--- config.mk ---
export PLATFORM = sky130hd
export DESIGN_NAME = adc_mic_select_and_volume
export DESIGN_NICKNAME = d
export VERILOG_FILES = /design/src/hw/adc_mic_select_and_volume.v /design/src/hw/gain_stepper.v
export VERILOG_INCLUDE_DIRS = /design/src /design/src/hw
export SDC_FILE = /design/constraint.sdc
export NUM_CORES = 1
export LEC_CHECK = 0
export BUFFER_PORTS_ARGS = -buffer_cell sky130_fd_sc_hd__clkbuf_2
export CORE_MARGIN = 3
export CORE_UTILIZATION = 50
export CTS_BUF_LIST = sky130_fd_sc_hd__clkbuf_8
export CTS_CLUSTER_SIZE = 10
export DETAILED_ROUTE_END_ITERATION = 16
export PLACE_DENSITY = 0.85
export SKIP_LAST_GASP = 1
export SLEW_MARGIN = 30
export SYNTH_ARGS = -nofsm -noshare
export SYNTH_HDL_FRONTEND = slang
export SYNTH_SLANG_ARGS = --single-unit
--- constraint.sdc ---
create_clock -name aclk -period 2.56 [get_ports aclk]
set_clock_uncertainty 0.15 [all_clocks]
set_input_delay 0.512 -clock aclk [delete_from_list [all_inputs] [get_ports aclk]]
set_output_delay 0.512 -clock aclk [all_outputs]
set_load 0.01 [all_outputs]
--- src/hw/adc_mic_regs.vh ---
`ifndef ADC_MIC_REGS_VH
`define ADC_MIC_REGS_VH

// ----------------------------------------------------------------------------
// Register indices (byte address is four times the index)
// ----------------------------------------------------------------------------
`define IDX_RSVD_BEFORE        10'h050
`define IDX_RECORD_MIC_CONTROL 10'h051
`define IDX_RECORD_FINE_GAIN   10'h052
`define IDX_RECORD_COARSE_GAIN 10'h053
`define IDX_RSVD_AFTER_A       10'h054
`define IDX_RSVD_AFTER_B       10'h055
`define IDX_RECORD_GAIN_STATUS 10'h056

// ----------------------------------------------------------------------------
// Field positions
// ----------------------------------------------------------------------------
`define MIC_POWER_BIT          7
`define MIC_SOURCE_HI          5
`define MIC_SOURCE_LO          4
`define MIC_ENABLE_BIT         3
`define STEP_MODE_HI           1
`define STEP_MODE_LO           0
`define MUTE_BIT               7
`define FINE_GAIN_HI           6
`define FINE_GAIN_LO           4
`define COARSE_GAIN_HI         6
`define COARSE_GAIN_LO         0

// ----------------------------------------------------------------------------
// Reset values
// ----------------------------------------------------------------------------
`define RST_MIC_CONTROL        8'h00
`define RST_FINE_GAIN          8'h80
`define RST_COARSE_GAIN        8'h00
`define RST_RESERVED           8'h00

// ----------------------------------------------------------------------------
// Encodings
// ----------------------------------------------------------------------------
`define SRC_GENERAL_IO_ONE     2'h0
`define SRC_SERIAL_BIT_CLOCK   2'h1
`define SRC_SERIAL_AUDIO_IN    2'h2
`define SRC_GENERAL_IO_TWO     2'h3
`define STEP_EVERY_SAMPLE      2'h0
`define STEP_EVERY_TWO         2'h1
`define STEP_IMMEDIATE         2'h2
`define RESP_OKAY              2'h0
`define RESP_SLVERR            2'h2

`endif

--- src/hw/adc_mic_select_and_volume.v ---
// Functional notes
// - Top bit of mic control powers record channel up at 1, down at 0.
// - Source field picks mic pin: io one, bit clock, audio in, io two.
// - Enable bit feeds selected mic stream into record channel while top bit is 1; off at reset.
// - Soft-step codes: step per sample, per two samples, or immediate.
// - Mute bit silences channel at 1; resets to 1, so starts muted.
// - Three-bit fine gain, 0.1 dB attenuation steps, 000 to 100.
// - Seven-bit signed coarse gain, half-dB steps, -12 to +20 dB, resets 0.
//
// The AXI4-Lite register port was chosen for this implementation.
`timescale 1ns/1ps
`default_nettype none
`include "adc_mic_regs.vh"

module adc_mic_select_and_volume
#(
  parameter ADDR_WIDTH = 12,
  parameter GAIN_WIDTH = 7
)
(
  input  wire                  aclk,
  input  wire                  aresetn,
  // AXI4-Lite slave.
  input  wire [ADDR_WIDTH-1:0] s_axi_awaddr,
  input  wire                  s_axi_awvalid,
  output reg                   s_axi_awready,
  input  wire [31:0]           s_axi_wdata,
  input  wire [3:0]            s_axi_wstrb,
  input  wire                  s_axi_wvalid,
  output reg                   s_axi_wready,
  output reg  [1:0]            s_axi_bresp,
  output reg                   s_axi_bvalid,
  input  wire                  s_axi_bready,
  input  wire [ADDR_WIDTH-1:0] s_axi_araddr,
  input  wire                  s_axi_arvalid,
  output reg                   s_axi_arready,
  output reg  [31:0]           s_axi_rdata,
  output reg  [1:0]            s_axi_rresp,
  output reg                   s_axi_rvalid,
  input  wire                  s_axi_rready,
  // Record channel timing and microphone pins.
  input  wire                  sample_tick,
  input  wire                  general_io_pin_one,
  input  wire                  serial_bit_clock_pin,
  input  wire                  serial_audio_in_pin,
  input  wire                  general_io_pin_two,
  // Record channel controls.
  output reg                   channel_power_up,
  output reg                   mic_path_enable,
  output reg                   mic_stream,
  output reg                   channel_mute,
  output reg  [2:0]            fine_attenuation,
  output wire [GAIN_WIDTH-1:0] applied_coarse_gain,
  output wire                  gain_settled
);

  // --------------------------------------------------------------------------
  // Address decode
  // --------------------------------------------------------------------------

  localparam [2:0] SEL_RSVD_BEFORE  = 3'h0;
  localparam [2:0] SEL_MIC_CONTROL  = 3'h1;
  localparam [2:0] SEL_FINE_GAIN    = 3'h2;
  localparam [2:0] SEL_COARSE_GAIN  = 3'h3;
  localparam [2:0] SEL_RSVD_AFTER_A = 3'h4;
  localparam [2:0] SEL_RSVD_AFTER_B = 3'h5;
  localparam [2:0] SEL_GAIN_STATUS  = 3'h6;
  localparam [2:0] SEL_NONE         = 3'h7;

  // Maps a byte address onto a register select; misaligned or unknown gives none.
  function [2:0] reg_select;
    input [ADDR_WIDTH-1:0] addr;
    reg   [9:0]            word_index;
    begin
      word_index = addr[ADDR_WIDTH-1:2];
      if (addr[1:0] != 2'h0)
        reg_select = SEL_NONE;
      else
      begin
        case (word_index)
          `IDX_RSVD_BEFORE        : reg_select = SEL_RSVD_BEFORE;
          `IDX_RECORD_MIC_CONTROL : reg_select = SEL_MIC_CONTROL;
          `IDX_RECORD_FINE_GAIN   : reg_select = SEL_FINE_GAIN;
          `IDX_RECORD_COARSE_GAIN : reg_select = SEL_COARSE_GAIN;
          `IDX_RSVD_AFTER_A       : reg_select = SEL_RSVD_AFTER_A;
          `IDX_RSVD_AFTER_B       : reg_select = SEL_RSVD_AFTER_B;
          `IDX_RECORD_GAIN_STATUS : reg_select = SEL_GAIN_STATUS;
          default                 : reg_select = SEL_NONE;
        endcase
      end
    end
  endfunction

  // --------------------------------------------------------------------------
  // Register storage
  // --------------------------------------------------------------------------

  reg [7:0] record_mic_control;
  reg [7:0] record_fine_gain_mute;
  reg [7:0] record_coarse_gain;
  reg [7:0] reserved_before;
  reg [7:0] reserved_after_a;
  reg [7:0] reserved_after_b;

  // --------------------------------------------------------------------------
  // Write channel
  // --------------------------------------------------------------------------

  reg                  aw_held;
  reg                  w_held;
  reg [ADDR_WIDTH-1:0] awaddr_q;
  reg [7:0]            wdata_q;
  reg                  wlane_q;
  reg                  next_aw_held;
  reg                  next_w_held;
  reg                  next_bvalid;
  reg                  do_write;
  reg [2:0]            write_sel;

  // Address and data are caught independently, so either may arrive first.
  always @*
  begin
    do_write     = aw_held & w_held & ~s_axi_bvalid;
    write_sel    = reg_select(awaddr_q);
    next_aw_held = aw_held;
    next_w_held  = w_held;
    next_bvalid  = s_axi_bvalid;
    if (s_axi_awvalid && s_axi_awready)
      next_aw_held = 1'b1;
    if (s_axi_wvalid && s_axi_wready)
      next_w_held = 1'b1;
    if (do_write)
    begin
      next_aw_held = 1'b0;
      next_w_held  = 1'b0;
      next_bvalid  = 1'b1;
    end
    else if (s_axi_bvalid && s_axi_bready)
      next_bvalid = 1'b0;
  end

  // Handshake flops and the captured write request.
  always @(posedge aclk)
  begin
    if (!aresetn)
    begin
      aw_held       <= 1'b0;
      w_held        <= 1'b0;
      awaddr_q      <= {ADDR_WIDTH{1'b0}};
      wdata_q       <= 8'h00;
      wlane_q       <= 1'b0;
      s_axi_awready <= 1'b0;
      s_axi_wready  <= 1'b0;
      s_axi_bvalid  <= 1'b0;
      s_axi_bresp   <= `RESP_OKAY;
    end
    else
    begin
      aw_held       <= next_aw_held;
      w_held        <= next_w_held;
      s_axi_awready <= ~next_aw_held;
      s_axi_wready  <= ~next_w_held;
      s_axi_bvalid  <= next_bvalid;
      if (s_axi_awvalid && s_axi_awready)
        awaddr_q <= s_axi_awaddr;
      if (s_axi_wvalid && s_axi_wready)
      begin
        wdata_q <= s_axi_wdata[7:0];
        wlane_q <= s_axi_wstrb[0];
      end
      if (do_write)
        s_axi_bresp <= (write_sel == SEL_NONE) ? `RESP_SLVERR : `RESP_OKAY;
    end
  end

  // Register updates; only byte lane 0 carries data, the status word ignores writes.
  always @(posedge aclk)
  begin
    if (!aresetn)
    begin
      record_mic_control    <= `RST_MIC_CONTROL;
      record_fine_gain_mute <= `RST_FINE_GAIN;
      record_coarse_gain    <= `RST_COARSE_GAIN;
      reserved_before       <= `RST_RESERVED;
      reserved_after_a      <= `RST_RESERVED;
      reserved_after_b      <= `RST_RESERVED;
    end
    else if (do_write && wlane_q)
    begin
      case (write_sel)
        SEL_MIC_CONTROL  : record_mic_control    <= wdata_q;
        SEL_FINE_GAIN    : record_fine_gain_mute <= wdata_q;
        SEL_COARSE_GAIN  : record_coarse_gain    <= wdata_q;
        SEL_RSVD_BEFORE  : reserved_before       <= wdata_q;
        SEL_RSVD_AFTER_A : reserved_after_a      <= wdata_q;
        SEL_RSVD_AFTER_B : reserved_after_b      <= wdata_q;
        default          : reserved_before       <= reserved_before;
      endcase
    end
  end

  // --------------------------------------------------------------------------
  // Read channel
  // --------------------------------------------------------------------------

  reg [7:0] read_byte;
  reg [2:0] read_sel;

  // Selects the byte to return; the status word shows the live gain ramp.
  always @*
  begin
    read_sel = reg_select(s_axi_araddr);
    case (read_sel)
      SEL_MIC_CONTROL  : read_byte = record_mic_control;
      SEL_FINE_GAIN    : read_byte = record_fine_gain_mute;
      SEL_COARSE_GAIN  : read_byte = record_coarse_gain;
      SEL_RSVD_BEFORE  : read_byte = reserved_before;
      SEL_RSVD_AFTER_A : read_byte = reserved_after_a;
      SEL_RSVD_AFTER_B : read_byte = reserved_after_b;
      SEL_GAIN_STATUS  : read_byte = {gain_settled, applied_coarse_gain};
      default          : read_byte = 8'h00;
    endcase
  end

  // One read at a time; the answer comes on the cycle after the address is taken.
  always @(posedge aclk)
  begin
    if (!aresetn)
    begin
      s_axi_arready <= 1'b0;
      s_axi_rvalid  <= 1'b0;
      s_axi_rdata   <= 32'h00000000;
      s_axi_rresp   <= `RESP_OKAY;
    end
    else if (s_axi_arvalid && s_axi_arready)
    begin
      s_axi_arready <= 1'b0;
      s_axi_rvalid  <= 1'b1;
      s_axi_rdata   <= {24'h000000, read_byte};
      s_axi_rresp   <= (read_sel == SEL_NONE) ? `RESP_SLVERR : `RESP_OKAY;
    end
    else if (s_axi_rvalid && s_axi_rready)
    begin
      s_axi_rvalid  <= 1'b0;
      s_axi_arready <= 1'b1;
    end
    else if (!s_axi_rvalid)
      s_axi_arready <= 1'b1;
  end

  // --------------------------------------------------------------------------
  // Record channel controls
  // --------------------------------------------------------------------------

  reg selected_pin;

  // Picks the microphone pin named by the source field.
  always @*
  begin
    case (record_mic_control[`MIC_SOURCE_HI:`MIC_SOURCE_LO])
      `SRC_GENERAL_IO_ONE   : selected_pin = general_io_pin_one;
      `SRC_SERIAL_BIT_CLOCK : selected_pin = serial_bit_clock_pin;
      `SRC_SERIAL_AUDIO_IN  : selected_pin = serial_audio_in_pin;
      default               : selected_pin = general_io_pin_two;
    endcase
  end

  // Drives the channel controls; the stream is forced low unless the path is enabled and the channel is powered up.
  always @(posedge aclk)
  begin
    if (!aresetn)
    begin
      channel_power_up <= 1'b0;
      mic_path_enable  <= 1'b0;
      mic_stream       <= 1'b0;
      channel_mute     <= 1'b1;
      fine_attenuation <= 3'h0;
    end
    else
    begin
      channel_power_up <= record_mic_control[`MIC_POWER_BIT];
      mic_path_enable  <= record_mic_control[`MIC_ENABLE_BIT];
      mic_stream       <= record_mic_control[`MIC_ENABLE_BIT] &
                          record_mic_control[`MIC_POWER_BIT] &
                          selected_pin;
      channel_mute     <= record_fine_gain_mute[`MUTE_BIT];
      fine_attenuation <= record_fine_gain_mute[`FINE_GAIN_HI:`FINE_GAIN_LO];
    end
  end

  // --------------------------------------------------------------------------
  // Coarse gain ramp
  // --------------------------------------------------------------------------

  // Moves the applied gain toward the programmed coarse value at the chosen pace.
  gain_stepper
  #(
    .GAIN_WIDTH (GAIN_WIDTH)
  )
  u_gain_stepper
  (
    .aclk         (aclk),
    .aresetn      (aresetn),
    .sample_tick  (sample_tick),
    .step_mode    (record_mic_control[`STEP_MODE_HI:`STEP_MODE_LO]),
    .target_gain  (record_coarse_gain[`COARSE_GAIN_HI:`COARSE_GAIN_LO]),
    .applied_gain (applied_coarse_gain),
    .gain_settled (gain_settled)
  );

endmodule // adc_mic_select_and_volume

`default_nettype wire

--- src/hw/gain_stepper.v ---
`timescale 1ns/1ps
`default_nettype none
`include "adc_mic_regs.vh"

module gain_stepper
#(
  parameter GAIN_WIDTH = 7
)
(
  input  wire                  aclk,
  input  wire                  aresetn,
  input  wire                  sample_tick,
  input  wire [1:0]            step_mode,
  input  wire [GAIN_WIDTH-1:0] target_gain,
  output reg  [GAIN_WIDTH-1:0] applied_gain,
  output reg                   gain_settled
);

  // --------------------------------------------------------------------------
  // Stepping interval
  // --------------------------------------------------------------------------

  reg                  tick_phase;
  reg                  step_now;
  reg [GAIN_WIDTH-1:0] next_applied_gain;

  // Phase toggles on every sample tick so that the slow mode steps on every other one.
  always @(posedge aclk)
  begin
    if (!aresetn)
      tick_phase <= 1'b0;
    else if (sample_tick)
      tick_phase <= ~tick_phase;
  end

  // --------------------------------------------------------------------------
  // Gain ramp
  // --------------------------------------------------------------------------

  // Chooses the next applied gain; the comparison is two's complement.
  always @*
  begin
    next_applied_gain = applied_gain;
    step_now          = 1'b0;
    case (step_mode)
      `STEP_EVERY_SAMPLE : step_now = sample_tick;
      `STEP_EVERY_TWO    : step_now = sample_tick & tick_phase;
      default            : step_now = 1'b0;
    endcase
    if (step_mode == `STEP_IMMEDIATE || step_mode == 2'h3)
      next_applied_gain = target_gain;
    else if (step_now && $signed(applied_gain) < $signed(target_gain))
      next_applied_gain = applied_gain + {{(GAIN_WIDTH-1){1'b0}}, 1'b1};
    else if (step_now && $signed(applied_gain) > $signed(target_gain))
      next_applied_gain = applied_gain - {{(GAIN_WIDTH-1){1'b0}}, 1'b1};
  end

  // Holds the applied gain and flags when it has reached the programmed value.
  always @(posedge aclk)
  begin
    if (!aresetn)
    begin
      applied_gain <= {GAIN_WIDTH{1'b0}};
      gain_settled <= 1'b1;
    end
    else
    begin
      applied_gain <= next_applied_gain;
      gain_settled <= (next_applied_gain == target_gain);
    end
  end

endmodule // gain_stepper

`default_nettype wire

Yosys cells after proc, flatten, opt, wreduce, memory -nomap -nowiden
Cells that the tools add are included.
{"block": "word_totals", "ff_bits": 104, "rom_bits": 0, "inputBits": 72, "memories": 0, "word_cells": 121, "output_inout_bits": 56, "mem_bits_rw": 0, "latchBits": 0}
{"block": "op_classes", "div": 0, "n_mul": 0, "n_bitwise": 10, "shifts": 0, "n_lt_le_gt_ge": 2, "mux": 22, "n_addsub": 2, "reduce_logical": 24, "eq_ne": 34}
{"operator": "== test 10 x 7 -> 1 bit, second input constant", "count": 14}
{"operator": "case mux 8 bit (7 select lines)", "count": 1}
{"operator": "case mux 3 bit (7 select lines)", "count": 2}
{"operator": "== test 3 bit, second input constant", "count": 7}
{"operator": "2-to-1 mux 7 bit", "count": 3}
{"operator": "== test 3 x 2 -> 1 bit, second input constant", "count": 4}
{"operator": "AND reduction 2 bit", "count": 6}
{"operator": "2-to-1 mux 1 bit", "count": 10}
{"operator": "logical AND 1 bit", "count": 8}
{"operator": "nonzero test 2 bit", "count": 4}
{"operator": "adder 7 x 1 -> 7 bit, second input constant", "count": 1}
{"operator": "== test 7 bit", "count": 1}
{"operator": "> comparator 7 bit", "count": 1}
{"operator": "less-than comparator 7 bit", "count": 1}
{"operator": "subtractor 7 x 1 -> 7 bit, second input constant", "count": 1}
{"operator": "== test 2 bit, second input constant", "count": 3}
{"operator": "== test 3 x 1 -> 1 bit, second input constant", "count": 2}
{"operator": "logical NOT 3 bit", "count": 2}
{"operator": "2-to-1 mux 3 bit", "count": 2}
{"operator": "bitwise AND 1 bit", "count": 5}
{"operator": "inverter 1 bit", "count": 5}
{"operator": "== test 2 x 1 -> 1 bit, second input constant", "count": 2}
{"operator": "logical NOT 2 bit", "count": 2}
{"operator": "2-to-1 mux 2 bit", "count": 2}
{"operator": "5 further kinds", "count": 5}

Depth between registers and ports, before layout
Gate-level depths: netlist (run 1).
{"block": "depth", "ltp_word": 7, "ltp_mapped": 9, "ltp_nobuf": 9}

By module
From an unflattened synthesis (run 1), not the netlist that was laid out.
{"block": "hier_totals", "cells_unflattened": 603, "area_unflattened_um2": 5263.8}
{"mod": "adc_mic_select_and_volume", "area_per_inst_um2": 4144.0, "n_inst": 1, "seq_area_each_um2": 1861.8, "cells_per_inst": 454}
{"mod": "gain_stepper", "area_per_inst_um2": 1119.8, "n_inst": 1, "seq_area_each_um2": 180.2, "cells_per_inst": 149}

Worst setup path before layout (run 1)
OpenSTA, ideal clock, no wires.
{"block": "synth_path", "path_type": "flip-flop to flip-flop", "startpoint": "register u_gain_stepper.applied_gain[2]", "endpoint": "register u_gain_stepper.gain_settled", "t_arrival_ps": 2418, "stages_incl_launch_ff": 9, "path_buffers": 0, "path_slack_ps": -124, "setup_ps": 116, "required_ps": 2294, "synth_period_minus_slack_ps": 2684, "path_cell_list": "dfxtp_1 -> ha_1 -> a21oi_1 -> a21oi_1 -> o31ai_2 -> mux2_2 -> xnor2_1 -> and3b_1 -> a41o_1"}
{"block": "synth_between", "elab_chain_cells": 6, "word_cells_on_any_way": 10, "cone_classes": "2 x add/sub; 2 x order compare; 1 x eq/ne; 3 x mux; 2 x reduce/logical"}
{"element": "start: declaration", "line": "gain_stepper.v:15", "text": "output reg [GAIN_WIDTH-1:0] applied_gain,"}
{"element": "start signal: assignment", "line": "gain_stepper.v:63", "text": "applied_gain <= {GAIN_WIDTH{1'b0}};"}
{"element": "start signal: assignment", "line": "gain_stepper.v:68", "text": "applied_gain <= next_applied_gain;"}
{"element": "> comparator 7 bit", "line": "gain_stepper.v:54", "text": "else if (step_now && $signed(applied_gain) > $signed(target_gain))"}
{"element": "logical AND 1 bit", "line": "gain_stepper.v:54"}
{"element": "2-to-1 mux 7 bit", "line": "gain_stepper.v:54"}
{"element": "2-to-1 mux 7 bit *", "line": "gain_stepper.v:52", "text": "else if (step_now && $signed(applied_gain) < $signed(target_gain))"}
{"element": "2-to-1 mux 7 bit *", "line": "gain_stepper.v:50", "text": "if (step_mode == `STEP_IMMEDIATE || step_mode == 2'h3)"}
{"element": "== test 7 bit *", "line": "gain_stepper.v:69", "text": "gain_settled <= (next_applied_gain == target_gain);"}
{"element": "end signal: assignment", "line": "gain_stepper.v:69"}
{"element": "end: declaration", "line": "gain_stepper.v:16", "text": "output reg gain_settled"}
Mark *: on every way between the ends. The rest lies on a longest branch, timed or not.
A chain may end at the register's enable or synchronous reset.

Final worst setup path (run 1)
{"block": "layout_path", "startpoint": "register awaddr_q[9]", "endpoint": "register record_mic_control[7]"}
{"block": "layout_between", "elab_chain_cells": 5, "word_cells_on_any_way": 11, "cone_classes": "8 x eq/ne; 2 x mux; 1 x reduce/logical"}
{"element": "start: declaration", "line": "adc_mic_select_and_volume.v:111", "text": "reg [ADDR_WIDTH-1:0] awaddr_q;"}
{"element": "start signal: assignment", "line": "adc_mic_select_and_volume.v:149", "text": "awaddr_q <= {ADDR_WIDTH{1'b0}};"}
{"element": "start signal: assignment", "line": "adc_mic_select_and_volume.v:165", "text": "awaddr_q <= s_axi_awaddr;"}
{"element": "== test 10 x 7 -> 1 bit", "line": "adc_mic_select_and_volume.v:80", "text": "case (word_index)"}
{"element": "case mux 3 bit (7 select lines) *", "line": "adc_mic_select_and_volume.v:80"}
{"element": "2-to-1 mux 3 bit *", "line": "adc_mic_select_and_volume.v:76", "text": "if (addr[1:0] != 2'h0)"}
{"element": "== test 3 x 1 -> 1 bit *", "line": "adc_mic_select_and_volume.v:190", "text": "case (write_sel)"}
{"element": "AND reduction 2 bit (no source line) *"}
{"element": "end signal: assignment", "line": "adc_mic_select_and_volume.v:181", "text": "record_mic_control <= `RST_MIC_CONTROL;"}
{"element": "end signal: assignment", "line": "adc_mic_select_and_volume.v:191", "text": "SEL_MIC_CONTROL : record_mic_control <= wdata_q;"}
{"element": "end: declaration", "line": "adc_mic_select_and_volume.v:98", "text": "reg [7:0] record_mic_control;"}
Marked as above.

==> results of run 1 <==
final cells by class:
type	instances	area (µm²)	area share, %
Sequential cell	102	2050	32.8
Tap cell	133	166	2.66
Multi-Input combinational cell	414	2970	47.5
Inverter	13	48.8	0.781
Clock buffer	9	124	1.98
Clock inverter	7	80.1	1.28
Timing Repair Buffer	122	808	12.9
repair_timing:
| action | in CTS | in global routing |
|---|---|---|
| resized for setup | 2 | 28 |
| setup endpoints to repair | 9 | 40 |
| pin swaps | 3 | 7 |
| setup buffers | 3 | 3 |
metal layers:
metal  routed length, µm  track usage [%]  up-vias
li1                    -                -     2052
met2                6180             35.4      160
met5                   0                0        -
met4                 267             6.58        0
met3                 781             4.50       30
met1                5020             25.7     2002
cell usage after synthesis (all sizes together) (2+ instances only):
library cell / n
mux2i: 71
nor3: 4
xor2: 5
or2: 2
dfxtp: 102
nor3b: 2
o31ai: 2
nand4: 4
mux4: 4
xnor2: 8
clkbuf: 21
inv: 13
nand2: 82
nor2b: 50
a21boi: 23
nor2: 18
nand2b: 6
mux2: 6
nor4: 7
a21oi: 7
buf: 31
nand3b: 2
and3: 2
o21a: 4
a31oi: 4
ha: 9
o21ai: 25
and2: 15
nand3: 6
nand4b: 2
path summary, 6_finish.rpt:
check,cells past startpoint,to,startpoint,slack [ps]
worst max-delay path,9,record_mic_control[7]$_SDFFE_PN0P_,awaddr_q[9]$_SDFFE_PN0P_,-20
worst min-delay path,3,awaddr_q[10]$_SDFFE_PN0P_,s_axi_awaddr[10],220
worst max register to register,9,record_mic_control[7]$_SDFFE_PN0P_,awaddr_q[9]$_SDFFE_PN0P_,-20
worst min register to register,2,s_axi_rdata[5]$_SDFFE_PN0P_,s_axi_rdata[5]$_SDFFE_PN0P_,310
cells in the final DEF, fill, tap and decap left out, types with 3 or more instances in the layout:
cell type and instances:
nand2b_1 6, ha_1 5, dfxtp_2 6, xor2_1 5, nand3_1 5, ha_4 4
nor2b_1 50, nor2_1 15, a31oi_1 4, clkbuf_2 74, buf_6 4, mux2i_2 3
buf_4 39, mux4_2 4, inv_1 12, nand2_1 82, o21ai_0 25, buf_12 5
mux2i_1 66, and2_1 15, a21oi_1 5, a21boi_0 23, nand4_1 4, nor4_1 6
conb_1 26, clkbuf_8 9, xnor2_1 8, dfxtp_1 96, o21a_1 4, mux2_2 5
power groups by stage:
stage | clock network (mW) | registers [mW] | logic [mW]
6_report | 1.04 | 1.76 | 2.14
5_1_grt | 1.14 | 1.77 | 2.34
4_1_cts | 1.07 | 1.74 | 1.88
3_5_place_dp | 0 | 1.77 | 1.79
3_3_place_gp | 0 | 1.77 | 1.76
2_1_floorplan | 0 | 1.83 | 1.14
stage by stage:
step / hold WS (ps) / std cells
floorplan: 283 / 581
global placement: 286 / 778
detailed placement: 292 / 778
CTS: 196 / 797
global route: 188 / 800
finish: 218 / 800
worst max-delay path: cells and delay by family (launching register included):
family                 cells  cell delay, ps
buffers and inverters      2             310
flip-flops                 1             340
multiplexers               1             220
AND/OR/NAND/NOR            6            1450
cells by family after synthesis:
| group | after synthesis | synth area share (%) |
|---|---|---|
| buffers and inverters | 65 | 6.94 |
| muxes | 81 | 16.9 |
| xor gates and xnor gates | 14 | 2.65 |
| DFF | 102 | 39.7 |
| and+or+nand+nor | 209 | 21.9 |
| other | 1 | 0.0729 |
| AOI/OAI and AO/OA | 75 | 9.61 |
| adders and majority gates | 9 | 2.19 |
==> qor.yml, run 1 <==
cap_violations: 0
ys_ff_latch: 102
worst_pin_slew_ps: 595
post-synth-top-area-fraction_pct: 39.7
synth_edf_count: 0
fp.dieH_um: 107
slew_headroom_pct: 59.9
worst_skew_pair.late_latency_ps: 370
setup_tns_ps: -20.5
ir_drop_mv: 0.442
power_frac_clock_pct: 21.1
setup_ws_ps: -19.1
dp_slack_ps: -33.5
startpoint_type: "register"
grt_use_total_pct: 20.6
die_area_mm2: 0.0115
rows: 36
vias: 4244
drt-initial-drc-count: 237
rsz0062_at_grt: "yes"
grt.overflow.total: 0
viasPerCell: 5.31
dieWidth_um: 107
clock_path_buffers: 2
cp-end-kind: "register"
min_period_ps: 2580
ys_seq_area_share_pct: 39.7
diodes: 0
violations: "negative setup slack"
cts.sinks: 102
setup_viol: 2
netlist-cell-type-count: 58
synth_area_mm2: 0.00514
combPwrFrac_pct: 43.4
cts.hold.buffers_added: 0
initial_core_util_pct: 52.1
async_reset_ff_share_pct: 0
root_buffer: "clkbuf_8"
ys.flop_type: "dfxtp_1"
avgSynthCellArea_um2: 9.25
wl_per_cell_um: 15.3
yosys_warnings: 0
layout.nets: 743
p_switching_mw: 1.69
syn_inst: 556
n_fill_cell: 790
p_seq_share_pct: 35.6
core_mm2: 0.00986
crit_path_max_fanout: 8
final_area_mm2: 0.00625
drcViolationCount: 0
cp.arrival_ps: 2690
maxSlewViolCount: 0
area_growth_pct: 21.5
firstDrtPassIters: 6
post-dp-hpwl_mm: 8.65
first_global_vias: 4045
yosys-top-cells-area: "dfxtp_1, mux2i_1, nor2b_1"
grt_pass1_wl_mm: 19.2
hold_path.class: "in -> reg"
largest_reg_flops: 12
largest-register: "awaddr_q"
ios: 128
sw_frac_of_total_pct: 34.2
total_power_mw: 4.94
crit_slowest_cell: "or4b_4"
grt_max_degree: 90
critPathRequiredTime_ps: 2670
outcome: "finished with violations"
p_int_mw: 3.25
yosysTopAreaCell: "dfxtp_1"
cts_tree: "done"
power.density_mw_per_mm2: 791
path_clk_slew_ps: 100
h-tree-depth: 3
ant_nets: 0
max_stage_delay_ps: 550
antenna_found_initial: 0
crit_type: "reg -> reg"
cts_inserted_buffers: 9
totalWireLength_mm: 12.2
power.leakage_nw: 2.43
utilization_pct: 63.3
fin_crit_sh_pct: 101
dpl_cell_area_mm2: 0.00586
path_cells: "or4b_4 -> nor4_4 -> nand3_2 -> or2_4 -> buf_6 -> nor3_4 -> buf_12 -> mux2i_2 -> nor2b_1"
io_buffers: 74
max_freq_ghz: 0.388
drive_above_1_share_pct: 27.1
globalplace.congestion: 0.849
hold_violations: 0
Note: power is estimated with default switching activity, not from simulation.
==> run 2: changes to the inputs <==
--- a/config.mk
+++ b/config.mk
@@ -13,6 +13,7 @@
 export CTS_CLUSTER_SIZE = 10
 export DETAILED_ROUTE_END_ITERATION = 16
 export PLACE_DENSITY = 0.85
+export SETUP_SLACK_MARGIN = 0.5
 export SKIP_LAST_GASP = 1
 export SLEW_MARGIN = 30
 export SYNTH_ARGS = -nofsm -noshare
==> run 2 against run 1 <==
The flow now finishes without violations. Clock power grew 13%. Clock-buffer cell count is the same. Register-to-register slack gained 40 ps. Global-route usage grew 1.2 points. Core utilization grew 3.8 points. Power grew 9.1%. Critical path depth grew 1. Wire length grew 8.0%. Non-clock buffer count grew 12. Via count grew 2.0%. First-iteration DRC count grew 19%.
==> qor.yml, run 2 (same netlist as run 1, synthesis figures left out) <==
outcome: "complete, no violations"
power_frac_clock_pct: 21.7  # +0.6 points
diodes: 0  # unchanged
fin_crit_sh_pct: 99.3  # -1.5 points
ant_nets: 0  # unchanged
first_global_vias: 4208  # +4.0%
grt_max_degree: 53  # -41%
cts.hold.buffers_added: 0  # unchanged
totalWireLength_mm: 13.2  # +8.0%
path_clk_slew_ps: 110  # about the same
ios: 128  # unchanged
core_mm2: 0.00986  # unchanged
p_int_mw: 3.52  # +8.2%
layout.nets: 755  # +1.6%
root_buffer: "clkbuf_8"
clock_path_buffers: 2  # unchanged
drt-initial-drc-count: 283  # +19%
holdWs_ps: 200  # -17.9 ps
cp-end-kind: "register"
setup_viol: 0  # -2
p_seq_share_pct: 32.9  # -2.7 points
utilization_pct: 67.1  # +3.8 points
area_growth_pct: 28.7
post-dp-hpwl_mm: 8.93  # +3.3%
initial_core_util_pct: 52.1  # unchanged
io_buffers: 74  # unchanged
n_fill_cell: 732  # -7.3%
critPathRequiredTime_ps: 2690  # +20 ps
sw_frac_of_total_pct: 34.7  # +0.55 points
mostFrequentLayoutCells: "dfxtp_1, nand2_1, clkbuf_2"
die_area_mm2: 0.0115  # unchanged
grt_use_total_pct: 21.8  # +1.2 points
viasPerCell: 5.33  # +0.52%
rows: 36  # unchanged
wl_per_cell_um: 16.3  # +6.4%
cts_inserted_buffers: 9  # unchanged
cp.arrival_ps: 2670  # -20 ps
startpoint_type: "register"
final_common_cell: "dfxtp_1"
worst_skew_pair.late_latency_ps: 390  # +20 ps
grt.overflow.total: 0  # unchanged
largest-register: "awaddr_q"
fp.dieH_um: 107  # unchanged
largest_reg_flops: 12  # unchanged
ir_drop_mv: 0.460  # +3.9%
firstDrtPassIters: 5  # -1
hold_violations: 0  # unchanged
power.leakage_nw: 2.54  # +4.6%
power.density_mw_per_mm2: 815  # +3.0%
drive_above_1_share_pct: 33.1  # +6.0 points
grt_pass1_wl_mm: 20.1  # +4.6%
crit_type: "reg -> reg"
min_period_ps: 2540  # -37.6 ps
globalplace.congestion: 0.880  # +3.7%
drcViolationCount: 0  # unchanged
hold_path.class: "in -> reg"
cap_violations: 0  # unchanged
h-tree-depth: 3  # unchanged
vias: 4330  # +2.0%
crit_path_max_fanout: 5  # -3
rsz0062_at_grt: "yes"
antenna_found_initial: 0  # unchanged
p_switching_mw: 1.87  # +11%
cts.sinks: 102  # unchanged
max_freq_ghz: 0.393  # +1.5%
maxSlewViolCount: 0  # unchanged
combPwrFrac_pct: 45.4  # +2.0 points
cts_tree: "done"
dieWidth_um: 107  # unchanged
[run 2: changes by cell type in the layout (fill, tap and decap cells not counted), moves of 4 or more]
cell,before,now
buf_6,4,15
dfxtp_1,96,90
dfxtp_2,6,11
mux2_2,5,1
mux2_4,1,5
mux2i_1,66,60
mux2i_2,3,7
o21ai_0,25,11
o21ai_1,0,14
[run 2: final cells by class]
type / count / area [µm²] / area share, %
clock buffers: 9 / 124 / 1.87
clock inverters: 7 / 104 / 1.57
inverters: 13 / 48.8 / 0.737
multi-input cells: 414 / 3160 / 47.7
flip-flops and latches: 102 / 2060 / 31.1
well taps: 133 / 166 / 2.51
repair buffers: 134 / 960 / 14.5
[run 2: final timing paths]
| kind | end | slack (ps) | start | depth (start not counted) |
|---|---|---|---|---|
| setup / recovery | u_gain_stepper.gain_settled$_SDFF_PN1_ | 20 | record_coarse_gain[5]$_SDFFE_PN0P_ | 10 |
| hold / removal | awaddr_q[0]$_SDFFE_PN0P_ | 200 | s_axi_awaddr[0] | 3 |
| setup reg to reg | u_gain_stepper.gain_settled$_SDFF_PN1_ | 20 | record_coarse_gain[5]$_SDFFE_PN0P_ | 10 |
| hold reg to reg | s_axi_rdata[6]$_SDFFE_PN0P_ | 300 | s_axi_rdata[6]$_SDFFE_PN0P_ | 2 |
[run 2: worst max-delay path, cell delays in order (launching register included)]
cell and delay (ps):
dfxtp_2 370, inv_2 60, ha_4 220, nand4_1 190, a21oi_2 70, o31ai_4 290
buf_6 200, mux2_4 340, xnor2_1 130, and3b_1 180, a41o_1 230
[run 2: timing repair]
item | in CTS | in global routing
resized for setup | 31 | 43
pin swaps | 12 | 18
setup buffers | 8 | 11
endpoints found under the setup margin | 59 | 64
cloned | 1 | 1
[run 2: per-layer routing]
layer	up-vias	GRT usage (%)	routed length [µm]
li1	2076	-	-
met1	2053	26.5	5490
met5	-	0	0
met4	0	5.59	180
met2	176	39.1	6680
met3	25	4.44	867
[run 2: power by group through the flow]
stage	clock network (mW)	logic (mW)	registers, mW
2_1_floorplan	0	1.21	1.85
3_3_place_gp	0	1.76	1.80
3_5_place_dp	0	1.82	1.81
4_1_cts	1.17	2.15	1.78
5_1_grt	1.23	2.64	1.79
6_report	1.17	2.45	1.78
[run 2: stage by stage]
stage | total power [mW] | worst slack [ps] | cell area (µm²) | setup TNS [ps] | cells
after floorplan | 3.06 | 164 | 5350 | 0 | 581
after global placement | 3.56 | 47.8 | 5910 | 0 | 775
after detailed placement | 3.63 | -10.5 | 5910 | -10.5 | 775
after CTS | 5.11 | 108 | 6350 | 0 | 800
after global routing | 5.66 | -71.2 | 6620 | -223 | 812
final | 5.40 | 18.5 | 6620 | 0 | 812
==> run 3: changes to the inputs <==
--- a/config.mk
+++ b/config.mk
@@ -7,12 +7,14 @@
 export NUM_CORES = 1
 export LEC_CHECK = 0
 export BUFFER_PORTS_ARGS = -buffer_cell sky130_fd_sc_hd__clkbuf_2
+export CORE_ASPECT_RATIO = 1.4
 export CORE_MARGIN = 3
 export CORE_UTILIZATION = 50
 export CTS_BUF_LIST = sky130_fd_sc_hd__clkbuf_8
 export CTS_CLUSTER_SIZE = 10
 export DETAILED_ROUTE_END_ITERATION = 16
 export PLACE_DENSITY = 0.85
+export REMOVE_ABC_BUFFERS = 1
 export SETUP_SLACK_MARGIN = 0.5
 export SKIP_LAST_GASP = 1
 export SLEW_MARGIN = 30
==> run 3 against run 2 <==
Register-to-register slack better by 30 ps. Non-clock buffer count decreased by 6. Global-route usage rose by 1.1 points. Final area down 0.74%. Via count increased by 2.3%. First-iteration DRC count rose by 7.8%. Critical path type unchanged. Largest cell class unchanged. Largest power group unchanged. Highest routed layer unchanged.
==> qor.yml, run 3 (same netlist as run 1, synthesis figures left out) <==
setup_ws_ps: 51.9  # +33.4 ps
crit_start: "awaddr_q[11]$_SDFFE_PN0P_"
path_clk_slew_ps: 110  # about the same
hold_path.class: "in -> reg"
io_buffers: 74  # unchanged
root_buffer: "clkbuf_8"
core_mm2: 0.00995  # +0.90%
cp.arrival_ps: 2630  # -40 ps
diodes: 0  # unchanged
rows: 43  # +19%
max_stage_delay_ps: 550  # +180 ps
grt_max_degree: 44  # -17%
crit_buf_inv: 2  # unchanged
worst_skew_pair.late_latency_ps: 370  # -20 ps
power.leakage_nw: 2.50  # -1.4%
n_fill_cell: 711  # -2.9%
cts_tree: "done"
ios: 128  # unchanged
holdWs_ps: 207  # +6.52 ps
area_growth_pct: 27.8
dpl_cell_area_mm2: 0.00579  # -2.0%
globalplace.congestion: 0.849  # -3.6%
rsz0062_at_grt: "yes"
post-dp-hpwl_mm: 8.76  # -1.9%
dieWidth_um: 91.7  # -15%
crit_type: "reg -> reg"
grt_use_met2_pct: 41.6  # +2.5 points
critPathCapture: "reserved_after_a[2]$_SDFFE_PN0P_"
startpoint_type: "register"
outcome: "complete, no violations"
drcViolationCount: 0  # unchanged
cts.hold.buffers_added: 0  # unchanged
largest-register: "awaddr_q"
grt_use_total_pct: 22.8  # +1.1 points
gr-usage-met3_pct: 4.66  # +0.22 points
viasPerCell: 5.48  # +2.8%
r2r_cells: 9  # -1
maxSlewViolCount: 0  # unchanged
cap_violations: 0  # unchanged
r2r-end: "reserved_after_a[2]$_SDFFE_PN0P_"
ant_nets: 0  # unchanged
firstDrtPassIters: 6  # +1
clock_path_buffers: 2  # unchanged
min_period_ps: 2510  # -33.4 ps
first_global_vias: 4520  # +7.4%
largest_reg_flops: 12  # unchanged
setup_viol: 0  # unchanged
dp_slack_ps: -7.59  # +2.94 ps
wl_per_cell_um: 17.5  # +7.7%
crit_slowest_cell: "or4b_4"
r2r_setup_slack_ps: 50  # +30 ps
critPathRequiredTime_ps: 2680  # about the same
h-tree-depth: 3  # unchanged
worstSetupPathDepth: 9  # -1
totalWireLength_mm: 14.2  # +7.2%
crit_path_max_fanout: 8  # +3
cp-end-kind: "register"
power.density_mw_per_mm2: 795  # -2.5%
grt_pass1_wl_mm: 21.3  # +5.9%
max_freq_ghz: 0.399  # +1.3%
drive_above_1_share_pct: 33.3  # +0.15 points
cts_inserted_buffers: 9  # unchanged
cts.sinks: 102  # unchanged
grt.met1_usage_pct: 24.6  # -1.9 points
fin_crit_sh_pct: 98.0  # -1.3 points
hold_violations: 0  # unchanged
fp.dieH_um: 126  # +17%
r2r-start: "awaddr_q[11]$_SDFFE_PN0P_"
final_common_cell: "dfxtp_1"
die_area_mm2: 0.0116  # +0.15%
crit_top_cell: "buf_6"
grt.overflow.total: 0  # unchanged
layout.nets: 749  # -0.79%
mostFrequentLayoutCells: "dfxtp_1, nand2_1, clkbuf_2"
initial_core_util_pct: 51.7  # -0.47 points
antenna_found_initial: 0  # unchanged
busiest_layer: "met2"
final_area_mm2: 0.00657  # -0.74%
path_cells: "or4b_4 -> nor4_4 -> nand3_2 -> or2_4 -> nor3b_2 -> buf_6 -> buf_6 -> mux2i_1 -> nor2b_1"
drt-initial-drc-count: 305  # +7.8%
critPathTopFamily: "simple AND/OR/NAND/NOR gates"
vias: 4431  # +2.3%
ir_drop_mv: 0.438  # -4.7%
## run 3: cell count changes in the layout (fill, tap and decap cells not counted), moves of 2 or more
cell,change
buf_4,-6
bufinv_16,-2
inv_1,-2
inv_2,+2
mux2i_1,-3
mux2i_4,+2
nor2_2,-2
o21ai_0,+2
o21ai_1,-2
## run 3: per-layer routing
layer	wire, µm	vias up	share of wire, %
met5	0	-	0
met1	5280	2107	37
li1	-	2075	-
met4	627	0	4.4
met2	7400	189	52
met3	869	60	6.1
## run 3: repair_timing
item,in CTS,in global routing
gates cloned,0,2
buffers inserted,10,8
pin swaps,27,9
gates resized for setup,60,48
endpoints found under the setup margin,64,63
## run 3: worst min path at each step
stage / cells after the start / startpoint / end / slack, ps
finish: 3 / s_axi_wdata[5] / wdata_q[5]$_SDFFE_PN0P_ / 210
floorplan: 1 / record_fine_gain_mute[7]$_SDFFE_PN1P_ / channel_mute$_SDFF_PN1_ / 280
global placement: 2 / s_axi_rdata[6]$_SDFFE_PN0P_ / s_axi_rdata[6]$_SDFFE_PN0P_ / 290
global route: 3 / s_axi_awaddr[6] / awaddr_q[6]$_SDFFE_PN0P_ / 210
detailed placement: 2 / s_axi_rdata[0]$_SDFFE_PN0P_ / s_axi_rdata[0]$_SDFFE_PN0P_ / 300
CTS: 3 / s_axi_awaddr[0] / awaddr_q[0]$_SDFFE_PN0P_ / 210
## run 3: layout make-up
type,count,area (µm²),area share (%)
well taps,135,169,2.57
flip-flops and latches,102,2060,31.3
clock inverters,6,50.0,0.762
inverters,13,48.8,0.743
repair buffers,128,921,14.0
multi-input cells,414,3190,48.5
clock buffers,10,138,2.09
## run 3: where the power goes
part / leakage (nW) / total (mW) / internal [mW] / switching, mW
combinational: 1.57 / 2.46 / 1.26 / 1.20
clock: 0.0952 / 0.984 / 0.395 / 0.589
sequential: 0.832 / 1.78 / 1.68 / 0.0986
## run 3: worst register-to-register path, cell delays in order, from the launching register on
cell	delay, ps
dfxtp_2	330
or4b_4	550
nor4_4	180
nand3_2	110
or2_4	260
nor3b_2	220
buf_6	230
buf_6	120
mux2i_1	190
nor2b_1	70
## run 3: metrics by stage
| stage | cells | total power, mW | util (%) | setup TNS [ps] |
|---|---|---|---|---|
| after CTS | 798 | 5.05 | 63.4 | 0 |
| final | 808 | 5.22 | 66.0 | 0 |
| after global routing | 808 | 5.49 | 66.0 | 0 |
| after global placement | 772 | 3.42 | 58.2 | 0 |
| after floorplan | 529 | 2.89 | - | -9630 |
| after detailed placement | 772 | 3.49 | 58.2 | -7.59 |
